==> src/design/flash_prot_map.svh <==
/*
  Constants for the flash protect and unlock controller: register offsets,
  key codes, geometry and timing. Assumes inclusion by bare name.
*/
// Functional notes
// With the write-permit option bit at 0, user program, page erase and mass erase are all refused; the code does not gate debug mass erase.
// With the write-permit option bit at 1, program and erase are allowed subject to the other locks.
// Every reset leaves the controller locked with no active page.
// Software unlocks by writing page select, then 73h and 8ch to control in two consecutive writes.
// A second page-select write after the keys activates the page if it matches, else relocks.
// With a page active, control write 95h erases that page only if its sector is unprotected.
// With a page active, any other control value relocks without an operation.
// Mass erase is never started by a control write; only the debug port may start it.
// With a page active, a byte write inside that page programs it and the page stays active.
// Any control write after byte programming began deactivates the page and relocks.
// Flash has at most 8 sectors of one eighth each, but never smaller than a page; the code uses 8 sectors of 256 bytes, half a 512-byte page.
// A protected sector cannot be programmed or erased and user code cannot unprotect it; the code does not block debug mass erase of protected sectors.
// Every reset clears sector protection.
// Sector protect shares its address with page select, selected by a prior control write.
// Software must load the 16-bit flash frequency value in kHz before program or erase.
// Writing 1 to a protect bit sets it; writing 0 has no effect.
// A dedicated control code selects the protect view; any other control write selects page select.
`ifndef FLASH_PROT_MAP_SVH
`define FLASH_PROT_MAP_SVH

`define OFS_CTRL 12'h000
`define OFS_PAGE_PROT 12'h004
`define OFS_FREQ_HI 12'h008
`define OFS_FREQ_LO 12'h00c
`define OFS_STATUS 12'h010
`define OFS_PROG 12'h014

`define KEY_FIRST 8'h73
`define KEY_SECOND 8'h8c
`define CODE_PAGE_ERASE 8'h95
`define CODE_PROT_VIEW 8'h5e

`define FLASH_BYTES 32'd2048
`define PAGE_BYTES 32'd512
`define ADDR_W 11
`define PAGE_W 2
`define SECTOR_COUNT 8

// time per operation in microseconds, scaled by the loaded kHz value
`define PROG_TIME_US 32'd40
`define ERASE_TIME_US 32'd10000
`define STATUS_BUSY_BIT 0
`define STATUS_ACTIVE_BIT 1
`define STATUS_PROT_VIEW_BIT 2
`define STATUS_REFUSED_BIT 3

`endif

==> src/design/flash_prot_pkg.sv <==
/*
  Types of the flash protect and unlock controller.
  Assumes flash_prot_map.svh for the figures.
*/
`include "flash_prot_map.svh"
package flash_prot_pkg;
  typedef enum logic [2:0] {
    ST_LOCKED = 3'b000,
    ST_KEY1 = 3'b001,
    ST_KEY2 = 3'b010,
    ST_ACTIVE = 3'b011,
    ST_PROGRAMMED = 3'b100
  } lock_state_t;

  typedef struct packed {
    logic go;
    logic erase;
    logic mass;
    logic [`ADDR_W-1:0] addr;
    logic [7:0] data;
  } flash_cmd_t;

  typedef struct packed {
    logic [7:0] prdata;
    logic [`PAGE_W-1:0] page_first;
    lock_state_t state;
    logic prot_view;
    logic [`SECTOR_COUNT-1:0] sector_prot;
    logic [7:0] freq_hi_hold;
    logic [15:0] freq_khz;
    logic refused;
    flash_cmd_t cmd;
  } ctrl_state_t;
endpackage

==> src/design/flash_op_timer.sv <==
/*
  Busy timer for one flash operation: counts the loaded kHz value
  times the operation length in microseconds, divided by 1000.
  Assumes a start pulse only while not busy.
*/
`timescale 1ns/1ns
`default_nettype none
module flash_op_timer
  import flash_prot_pkg::*;
(
  // clock and reset
  input wire logic clk,
  input wire logic rst,
  // control
  input wire logic start,
  input wire logic [31:0] time_us,
  input wire logic [15:0] freq_khz,
  output logic busy
);
  logic [31:0] count_r;
  logic [31:0] count_nxt;
  logic [47:0] cycles;

  // kHz times microseconds gives thousandths of a cycle count
  always_comb begin
    cycles = 48'(freq_khz) * 48'(time_us) / 48'd1000;
    count_nxt = count_r;
    if (start) begin
      count_nxt = (cycles[31:0] == 32'd0) ? 32'd1 : cycles[31:0];
    end else if (count_r != 32'd0) begin
      count_nxt = count_r - 32'd1;
    end
  end

  always_ff @(posedge clk) begin
    if (rst) begin
      count_r <= 32'd0;
    end else begin
      count_r <= count_nxt;
    end
  end

  assign busy = (count_r != 32'd0);
endmodule
`default_nettype wire

==> src/design/flash_protect_unlock_ctrl.sv <==
/*
  Flash protect and unlock controller with an APB register slave.
  Assumes a flash array outside that acts on the one-cycle command strobe,
  a debug port that may request mass erase, and an option bit level.
*/
// The APB slave port and the register addresses were chosen for this implementation.
`timescale 1ns/1ns
`default_nettype none
`include "flash_prot_map.svh"
module flash_protect_unlock_ctrl
  import flash_prot_pkg::*;
(
  // clock and reset
  input wire logic CORE_CLK,
  input wire logic RESET,
  // apb slave
  input wire logic PSEL,
  input wire logic PENABLE,
  input wire logic PWRITE,
  input wire logic [11:0] PADDR,
  input wire logic [31:0] PWDATA,
  output logic [31:0] PRDATA,
  output logic PREADY,
  output logic PSLVERR,
  // option bit and debug port
  input wire logic WRITE_PERMIT_OPTION,
  input wire logic DBG_MASS_ERASE_REQ,
  // flash array command
  output logic FLASH_GO,
  output logic FLASH_ERASE,
  output logic FLASH_MASS,
  output logic [`ADDR_W-1:0] FLASH_ADDR,
  output logic [7:0] FLASH_DATA,
  output logic FLASH_BUSY
);
  ctrl_state_t st_r;
  ctrl_state_t st_nxt;
  logic busy;
  logic timer_start;
  logic [31:0] timer_us;
  logic wr;
  logic rd;
  logic mapped;
  logic [7:0] wbyte;
  logic [`ADDR_W-1:0] prog_addr;
  logic [2:0] sector_of_page;
  logic [2:0] sector_of_addr;
  logic page_ok;

  flash_op_timer u_timer (
    .clk(CORE_CLK),
    .rst(RESET),
    .start(timer_start),
    .time_us(timer_us),
    .freq_khz(st_r.freq_khz),
    .busy(busy)
  );

  // zero wait-state slave: every access completes in its first access cycle
  // read data is captured in the setup cycle so it already stands when the access edge samples it
  assign wr = PSEL && PENABLE && PWRITE;
  assign rd = PSEL && !PENABLE && !PWRITE;
  assign wbyte = PWDATA[7:0];
  assign PREADY = 1'b1;
  assign mapped = (PADDR == `OFS_CTRL) || (PADDR == `OFS_PAGE_PROT) || (PADDR == `OFS_FREQ_HI)
    || (PADDR == `OFS_FREQ_LO) || (PADDR == `OFS_STATUS) || (PADDR == `OFS_PROG);
  assign PSLVERR = PSEL && PENABLE && !mapped;
  assign prog_addr = PWDATA[8 +: `ADDR_W];

  // sector is the top three address bits: pages of 512 bytes span two sectors each
  assign sector_of_page = {st_r.page_first, 1'b0};
  assign sector_of_addr = prog_addr[`ADDR_W-1 -: 3];
  assign page_ok = (prog_addr[`ADDR_W-1 -: `PAGE_W] == st_r.page_first);

  always_comb begin
    st_nxt = st_r;
    st_nxt.cmd.go = 1'b0;
    timer_start = 1'b0;
    timer_us = `PROG_TIME_US;
    if (rd) begin
      case (PADDR)
        `OFS_PAGE_PROT: st_nxt.prdata = st_r.prot_view ? st_r.sector_prot
          : {{(8-`PAGE_W){1'b0}}, st_r.page_first};
        `OFS_FREQ_HI: st_nxt.prdata = st_r.freq_khz[15:8];
        `OFS_FREQ_LO: st_nxt.prdata = st_r.freq_khz[7:0];
        `OFS_STATUS: begin
          st_nxt.prdata = 8'h00;
          st_nxt.prdata[`STATUS_BUSY_BIT] = busy;
          st_nxt.prdata[`STATUS_ACTIVE_BIT] = (st_r.state == ST_ACTIVE) || (st_r.state == ST_PROGRAMMED);
          st_nxt.prdata[`STATUS_PROT_VIEW_BIT] = st_r.prot_view;
          st_nxt.prdata[`STATUS_REFUSED_BIT] = st_r.refused;
        end
        default: st_nxt.prdata = 8'h00;
      endcase
    end
    // mass erase only from the debug port, not gated by the option bit
    if (DBG_MASS_ERASE_REQ && !busy) begin
      st_nxt.cmd = '{go: 1'b1, erase: 1'b1, mass: 1'b1, addr: '0, data: 8'h00};
      timer_start = 1'b1;
      timer_us = `ERASE_TIME_US;
    end else if (wr) begin
      case (PADDR)
        `OFS_CTRL: begin
          st_nxt.prot_view = (wbyte == `CODE_PROT_VIEW);
          case (st_r.state)
            ST_LOCKED: st_nxt.state = (wbyte == `KEY_FIRST) ? ST_KEY1 : ST_LOCKED;
            ST_KEY1: st_nxt.state = (wbyte == `KEY_SECOND) ? ST_KEY2 : ST_LOCKED;
            ST_ACTIVE: begin
              st_nxt.state = ST_LOCKED;
              if (wbyte == `CODE_PAGE_ERASE && !busy) begin
                if (WRITE_PERMIT_OPTION && !st_r.sector_prot[sector_of_page]
                    && !st_r.sector_prot[sector_of_page + 3'd1]) begin
                  st_nxt.cmd = '{go: 1'b1, erase: 1'b1, mass: 1'b0,
                    addr: {st_r.page_first, {(`ADDR_W-`PAGE_W){1'b0}}}, data: 8'h00};
                  timer_start = 1'b1;
                  timer_us = `ERASE_TIME_US;
                end else begin
                  st_nxt.refused = 1'b1;
                end
              end
            end
            ST_PROGRAMMED: st_nxt.state = ST_LOCKED;
            default: st_nxt.state = ST_LOCKED;
          endcase
        end
        `OFS_PAGE_PROT: begin
          if (st_r.prot_view) begin
            st_nxt.sector_prot = st_r.sector_prot | wbyte;
          end else begin
            case (st_r.state)
              ST_KEY2: st_nxt.state = (wbyte[`PAGE_W-1:0] == st_r.page_first) ? ST_ACTIVE : ST_LOCKED;
              default: begin
                st_nxt.page_first = wbyte[`PAGE_W-1:0];
                // a page rewrite during the key pair breaks the sequence
                if (st_r.state == ST_KEY1) begin
                  st_nxt.state = ST_LOCKED;
                end else if (st_r.state != ST_LOCKED) begin
                  st_nxt.state = ST_LOCKED;
                end
              end
            endcase
          end
        end
        `OFS_FREQ_HI: st_nxt.freq_hi_hold = wbyte;
        `OFS_FREQ_LO: st_nxt.freq_khz = {st_r.freq_hi_hold, wbyte};
        `OFS_PROG: begin
          // data byte in bits 7:0, byte address above it
          if ((st_r.state == ST_ACTIVE || st_r.state == ST_PROGRAMMED) && page_ok && !busy) begin
            if (WRITE_PERMIT_OPTION && !st_r.sector_prot[sector_of_addr]) begin
              st_nxt.cmd = '{go: 1'b1, erase: 1'b0, mass: 1'b0, addr: prog_addr, data: wbyte};
              st_nxt.state = ST_PROGRAMMED;
              timer_start = 1'b1;
            end else begin
              st_nxt.refused = 1'b1;
            end
          end else begin
            st_nxt.refused = 1'b1;
          end
        end
        default: st_nxt.refused = st_r.refused;
      endcase
    end
    if (wr && PADDR == `OFS_STATUS && wbyte[`STATUS_REFUSED_BIT]) begin
      st_nxt.refused = 1'b0;
    end
  end

  always_ff @(posedge CORE_CLK) begin
    if (RESET) begin
      st_r <= '0;
      st_r.state <= ST_LOCKED;
    end else begin
      st_r <= st_nxt;
    end
  end

  assign PRDATA = {24'h000000, st_r.prdata};
  assign FLASH_GO = st_r.cmd.go;
  assign FLASH_ERASE = st_r.cmd.erase;
  assign FLASH_MASS = st_r.cmd.mass;
  assign FLASH_ADDR = st_r.cmd.addr;
  assign FLASH_DATA = st_r.cmd.data;
  assign FLASH_BUSY = busy;
endmodule
`default_nettype wire

==> config.mk <==
export PLATFORM = sky130hd
export DESIGN_NAME = flash_protect_unlock_ctrl
export DESIGN_NICKNAME = d
export VERILOG_FILES = /design/src/design/flash_prot_pkg.sv /design/src/design/flash_op_timer.sv /design/src/design/flash_protect_unlock_ctrl.sv
export VERILOG_INCLUDE_DIRS = /design/src /design/src/design
export SDC_FILE = /design/constraint.sdc
export NUM_CORES = 1
export LEC_CHECK = 0
export ABC_CLOCK_PERIOD_IN_PS = 73800
export BUFFER_PORTS_ARGS = -buffer_cell sky130_fd_sc_hd__buf_2
export CAP_MARGIN = 0
export CORE_MARGIN = 2
export CORE_UTILIZATION = 65
export CTS_CLUSTER_DIAMETER = 30
export DETAILED_ROUTE_END_ITERATION = 12
export GPL_TIMING_DRIVEN = 0
export PLACE_DENSITY_LB_ADDON = 0.1
export SYNTH_ARGS = -nofsm -noshare
export SYNTH_HDL_FRONTEND = slang
export SYNTH_HIERARCHICAL = 1
export SYNTH_SLANG_ARGS = --single-unit
==> constraint.sdc <==
create_clock -name CORE_CLK -period 73.8 [get_ports CORE_CLK]
set_input_delay 3.69 -clock CORE_CLK [delete_from_list [all_inputs] [get_ports CORE_CLK]]
set_output_delay 3.69 -clock CORE_CLK [all_outputs]
set_load 0.02 [all_outputs]
==> impl_metrics.tcl, run 1 <==
set metrics [dict create \
    status "complete, no violations" \
    clkLatencyLatePin_ns 0.38 \
    fin_worst_skew_ns 0.0120 \
    slowest_delay_ns 0.99 \
    leakage_uw 0.0163 \
    core_area_um2 52600 \
    async_flop_share 0 \
    setup_viol 0 \
    dieWidth_um 235 \
    fillers 4515 \
    first_iter_violations 3054 \
    path_class "input pin to register" \
    synth.distinct_cells 157 \
    synthDominantCellAreaShare 0.242 \
    drv_slew 0 \
    postPlaceCellArea_um2 36500 \
    postSynthCellCount 4429 \
    reg2reg_setup_slack_ns 39.80 \
    drive_gt1_frac 0.0953 \
    ys.flop_type "dfxtp_1" \
    netlist_area_um2 34600 \
    crit_top_cell "fa_1" \
    max-cap-violations 0 \
    syn_avg_cell_area_um2 7.81 \
    worst_setup_path_start_kind "input pin" \
    r2r_end "u_timer/count_r[0]" \
    synth-seq-cells 101 \
    regArea_um2 2020 \
    synth_area_leaders "fa_1, nand2_1, dfxtp_1, inv_1, ha_1" \
    multi_input_area_um2 30000 \
    irDropWorstVdd_v 0.0000117 \
    hp-class "register to register" \
    slew_headroom 0.0708 \
    crit_path_end_kind "register" \
    cts_tree "built" \
    post-cts-setup-buffers 0 \
    ys_seq_area_frac 0.0584 \
    final-hold-violation-count 0 \
    r2r_cells 104 \
    finalSetupTns_ns 0 \
    rows 84 \
    first_pass_iters 7 \
    antenna_found_initial 1 \
    die_y_um 235 \
    whs_path_depth 2 \
    worstHoldEndpoint "st_r[34]" \
    tightest_slew_ns 1.39 \
    max_freq_mhz 29.0 \
    path_clk_slew_ns 0.09 \
    max-clock-path-buffers 2 \
    postCtsResizedCells 0 \
    cts_sinks 101 \
    grt_use_total 0.362 \
    root_buffer "clkbuf_16" \
    grt_max_degree 36 \
    dp_hpwl_um 80300 \
    crit_start "PADDR[9]" \
    dieArea_um2 55100 \
    hold_buffers 0 \
    grt_pass1_wl_um 167000 \
    num_vias 33900 \
    design_area_um2 36900 \
    diodes 0 \
    synth_edf_count 0 \
    drc 0 \
    finalNetCount 5295 \
    overflow 0 \
    grt_pass1_vias 32500 \
    start_util 0.658 \
    critPathArrivalTime_ns 34.75 \
    viasPerCell 6.27 \
    final.period_utilization 0.467 \
    crit_fanout 35 \
    finalWirelength_um 99600 \
    htreeDepth 3 \
    min_period_ns 34.46 \
    num_io_pins 108 \
    synth_largest_area_cell "fa_1" \
    drtAntennaViolNets 0 \
    gp_congestion 1.01 \
    timing.rr.start "u_timer/count_r[6]" \
    hp-start "st_r[42]" \
    crit_path_top_delay_cell "a2111oi_0" \
    required_ns 74.09 \
    numPortBuffers 67 \
    power.density_nw_per_um2 4.81 \
    avgRoutedWirePerCell_um 18.4 \
    numCtsBuffers 9 \
    syn_to_final_growth_pct 6.53 \
    yosysWarnings 6 \
    grt_setup_unrepaired "false" \
]
[cell type report]
type | instances | area share
inverters | 470 | 0.0479
well taps | 688 | 0.0234
clock buffers | 9 | 0.00611
multi-input cells | 3777 | 0.813
plain buffers | 278 | 0.0435
repair buffers | 68 | 0.00923
flip-flops and latches | 101 | 0.0549
clock inverters | 7 | 0.00255
[metrics by stage]
step	power (uW)	hold WS, ns	utilization	worst slack, ns	cells
finish	177	0.458	0.701	39.34	5398
detailed placement	124	0.443	0.695	39.83	5381
global route	188	0.485	0.701	37.68	5398
CTS	175	0.457	0.701	40.11	5397
global placement	123	0.437	0.695	40.15	5381
floorplan	111	0.426	-	44.73	4626
[synth_stat cells, drive strengths merged (26+ instances only)]
master,n
nand2,627
inv,469
fa,418
nor2,255
and2,238
a21oi,221
o21ai,174
buf,161
xnor2,142
ha,121
nor3,116
clkbuf,112
dfxtp,101
a31oi,84
nand3,84
xor2,64
mux2i,59
o211ai,57
a211oi,55
a21o,48
nand4,43
o21a,43
nor4,41
or2,41
or3,41
o31ai,37
and3,30
mux2,26
[cells by family after synthesis]
kind of cell               Yosys count  synth area share
adders and majority gates          548             0.288
muxes                               87            0.0279
DFF                                101            0.0584
and+or+nand+nor                   1627             0.232
AOI/OAI and AO/OA                 1110             0.242
other                                2          0.000217
buffers and inverters              748            0.0973
xor gates and xnor gates           206            0.0540
[worst max-delay path: cells and delay by family]
family                   cells  cell delay, ns
AO/OA/AOI/OAI               49           16.18
buffers and inverters       17            3.75
AND/OR/NAND/NOR             13            3.42
adder cells (fa/ha/maj)      7            3.39
XOR/XNOR                     7            2.94
multiplexers                 5            1.28
[where the power goes]
group / leakage [uW] / internal, uW / switching [uW]
clock network: 0.000154 / 24.9 / 26.4
logic: 0.0153 / 22.8 / 38.9
registers: 0.000817 / 60.2 / 4.35
[worst max path at each step]
| stage | end | slack [ns] | cells past startpoint |
|---|---|---|---|
| 6_report | u_timer/count_r[0] | 39.34 | 98 |
| 2_1_floorplan | u_timer/count_r[0] | 44.73 | 100 |
| 3_3_place_gp | u_timer/count_r[0] | 40.15 | 97 |
| 4_1_cts | u_timer/count_r[0] | 40.11 | 98 |
| 3_5_place_dp | u_timer/count_r[0] | 39.83 | 98 |
| 5_1_grt | u_timer/count_r[0] | 37.68 | 96 |
[flip-flops by register name, summed over array words and instances (netlist names)]
register and cells:
FLASH_DATA 8, FLASH_MASS 1, FLASH_ADDR 11, u_timer/count_r 32, sector_of_page 2, FLASH_ERASE 1, PRDATA 8, st_r 37
FLASH_GO 1
[per-layer routing]
layer,GRT usage,wire length (um),vias to the layer above
li1,-,-,15800
met4,0.119,3320,0
met5,0,0,-
met3,0.0535,8520,244
met1,0.493,41400,16300
met2,0.593,46300,1507
[cells in the final DEF, fill, tap and decap left out, types with 37 or more instances in the layout]
| cell type | n |
|---|---|
| a21o_1 | 42 |
| o21a_1 | 41 |
| dfxtp_1 | 101 |
| nor4_1 | 37 |
| nor2_1 | 252 |
| nand4_1 | 42 |
| nand2_1 | 623 |
| o211ai_1 | 53 |
| conb_1 | 199 |
| a31oi_1 | 73 |
| a21oi_1 | 209 |
| xnor2_1 | 136 |
| buf_4 | 102 |
| or3_1 | 40 |
| nor3_1 | 110 |
| o21ai_1 | 42 |
| xor2_1 | 63 |
| mux2i_1 | 55 |
| inv_1 | 468 |
| fa_1 | 418 |
| o21ai_0 | 126 |
| a211oi_1 | 47 |
| buf_2 | 108 |
| clkbuf_1 | 110 |
| and2_1 | 230 |
| nand3_1 | 84 |
| ha_1 | 121 |
(Power assumes the default switching activity.)
==> inputs of run 2 (changes only) <==
--- a/config.mk
+++ b/config.mk
@@ -6,7 +6,7 @@
 export SDC_FILE = /design/constraint.sdc
 export NUM_CORES = 1
 export LEC_CHECK = 0
-export ABC_CLOCK_PERIOD_IN_PS = 73800
+export ABC_CLOCK_PERIOD_IN_PS = 35300
 export BUFFER_PORTS_ARGS = -buffer_cell sky130_fd_sc_hd__buf_2
 export CAP_MARGIN = 0
 export CORE_MARGIN = 2
==> constraint.sdc (replaced) <==
create_clock -name CORE_CLK -period 35.3 [get_ports CORE_CLK]
set_input_delay 1.765 -clock CORE_CLK [delete_from_list [all_inputs] [get_ports CORE_CLK]]
set_output_delay 1.765 -clock CORE_CLK [all_outputs]
set_load 0.02 [all_outputs]
==> run 2 against run 1 <==
The flow now finishes with violations (max-capacitance violations, max-slew violations). Largest cell class unchanged. Non-clock buffer count did not move. Clock power increased by 110%. Final cell count barely moved. Sequential share of layout area about the same. Final area is essentially flat. Clock skew fell by 0.0020 ns. Via count about the same. Die area unchanged. Hold slack improved by 0.00050 ns. Sequential power is 110% higher. Setup slack worse by 37 ns. Combinational power grew 110%.
==> impl_metrics.tcl, run 2 (synthesized netlist as in run 1, its figures left out) <==
set metrics [dict create \
    largest_reg_flops 37 \
    crit_path_top_delay_cell "a2111oi_0" \
    leakage_uw 0.0163 \
    clkLatencyLatePin_ns 0.38 \
    final_cell_mix "nand2_1, inv_1, fa_1" \
    r2r_end "u_timer/count_r[0]" \
    multi_input_area_um2 30000 \
    slew_headroom -0.0820 \
    timing.hold.ws_ns 0.459 \
    first_pass_iters 6 \
    required_ns 35.59 \
    finalWirelength_um 99700 \
    finalSetupTns_ns 0 \
    root_buffer "clkbuf_16" \
    irDropWorstVdd_v 0.0000245 \
    cts_sinks 101 \
    drv_slew 18 \
    cts_tree "built" \
    antenna_found_initial 1 \
    grt_setup_unrepaired "false" \
    final_common_cell "nand2_1" \
    start_util 0.658 \
    final-hold-violation-count 0 \
    rows 84 \
    min_period_ns 33.44 \
    grt_pass1_vias 32500 \
    grt_use_total 0.362 \
    dieArea_um2 55100 \
    tightest_slew_ns 1.62 \
    fillers 4514 \
    gp_congestion 1.01 \
    avgRoutedWirePerCell_um 18.5 \
    syn_to_final_growth_pct 6.56 \
    drc 0 \
    die_y_um 235 \
    dp_hpwl_um 80300 \
    hp-start "st_r[42]" \
    htreeDepth 3 \
    drtAntennaViolNets 0 \
    regArea_um2 2020 \
    fin_worst_skew_ns 0.0100 \
    status "finished, violations left" \
    path_clk_slew_ns 0.09 \
    viasPerCell 6.27 \
    grt_max_degree 36 \
    whs_path_depth 2 \
    max-cap-violations 1 \
    core_area_um2 52600 \
    worstHoldEndpoint "st_r[34]" \
    diodes 0 \
    max_freq_mhz 29.9 \
    slowest_delay_ns 1.05 \
    path_class "register to register" \
    numCtsBuffers 9 \
    numPortBuffers 67 \
    drive_gt1_frac 0.0957 \
    num_vias 33800 \
    num_io_pins 108 \
    crit_fanout 18 \
    timing.rr.start "u_timer/count_r[6]" \
    r2r_cells 102 \
    overflow 0 \
    regMostFlops "st_r" \
    hp-class "register to register" \
    violations "max-capacitance violations, max-slew violations" \
    finalNetCount 5296 \
    crit_path_end_kind "register" \
    final.period_utilization 0.947 \
    power.density_nw_per_um2 10.1 \
    first_iter_violations 2997 \
    critPathArrivalTime_ns 33.73 \
    reg2reg_setup_slack_ns 1.86 \
    max-clock-path-buffers 2 \
    dieWidth_um 235 \
    grt_pass1_wl_um 167000 \
    setup_viol 0 \
    worst_setup_path_start_kind "register" \
]
run 2: cell count changes in the layout (fill, tap and decap cells not counted):
cell and delta:
clkinvlp_2 +1, nor3_1 -1, nor3_2 +1
run 2: repair_timing:
action	4_1_cts	5_1_grt
endpoints found under the setup margin	0	1
gates resized for setup	0	1
hold buffers	0	0
buffers inserted	0	0
run 2: where the power goes:
group	internal, uW	switching (uW)
registers	126	9.09
clock network	52.0	55.4
logic	47.7	82.7
total	226	147
run 2: how the worst max path moves through the flow:
stage | from | endpoint | slack (ns) | depth (start not counted)
finish | u_timer/count_r[6] | u_timer/count_r[0] | 1.86 | 102
global route | u_timer/count_r[6] | u_timer/count_r[0] | 0.30 | 102
CTS | u_timer/count_r[6] | u_timer/count_r[0] | 2.08 | 104
detailed placement | u_timer/count_r[6] | u_timer/count_r[0] | 2.25 | 104
global placement | u_timer/count_r[6] | u_timer/count_r[0] | 2.63 | 103
floorplan | u_timer/count_r[6] | u_timer/count_r[0] | 7.86 | 107
run 2: per-layer routing:
layer | vias to the layer above | GRT usage | wire length, um
met4 | 0 | 0.119 | 3340
met3 | 240 | 0.0535 | 8850
met5 | - | 0 | 0
li1 | 15800 | - | -
met2 | 1511 | 0.593 | 46500
met1 | 16300 | 0.493 | 41000
run 2: critical path, delay by kind of cell, from the launching register on:
family,cells,cell delay (ns)
AO/OA/AOI/OAI,45,15.57
AND/OR/NAND/NOR,22,5.73
XOR/XNOR,8,3.49
buffers and inverters,15,3.48
adder cells (fa/ha/maj),7,3.39
multiplexers,5,1.27
flip-flops,1,0.35
run 2: layout make-up:
cell class / count / area share
Tap cell: 688 / 0.0233
Clock inverter: 7 / 0.00255
Timing Repair Buffer: 68 / 0.00923
Timing Repair inverter: 1 / 0.000136
Buffer: 278 / 0.0434
Inverter: 470 / 0.0479
Clock buffer: 9 / 0.00611
Sequential cell: 101 / 0.0548
Multi-Input combinational cell: 3777 / 0.812
run 2: through the flow:
step,instance area [um^2],utilization,total power (uW),instances,setup WS (ns)
6_report,36900,0.702,373,5399,1.86
4_1_cts,36900,0.701,365,5397,2.08
2_1_floorplan,35300,-,232,4626,7.86
3_3_place_gp,36500,0.695,257,5381,2.63
5_1_grt,36900,0.702,394,5399,0.299
3_5_place_dp,36500,0.695,258,5381,2.25
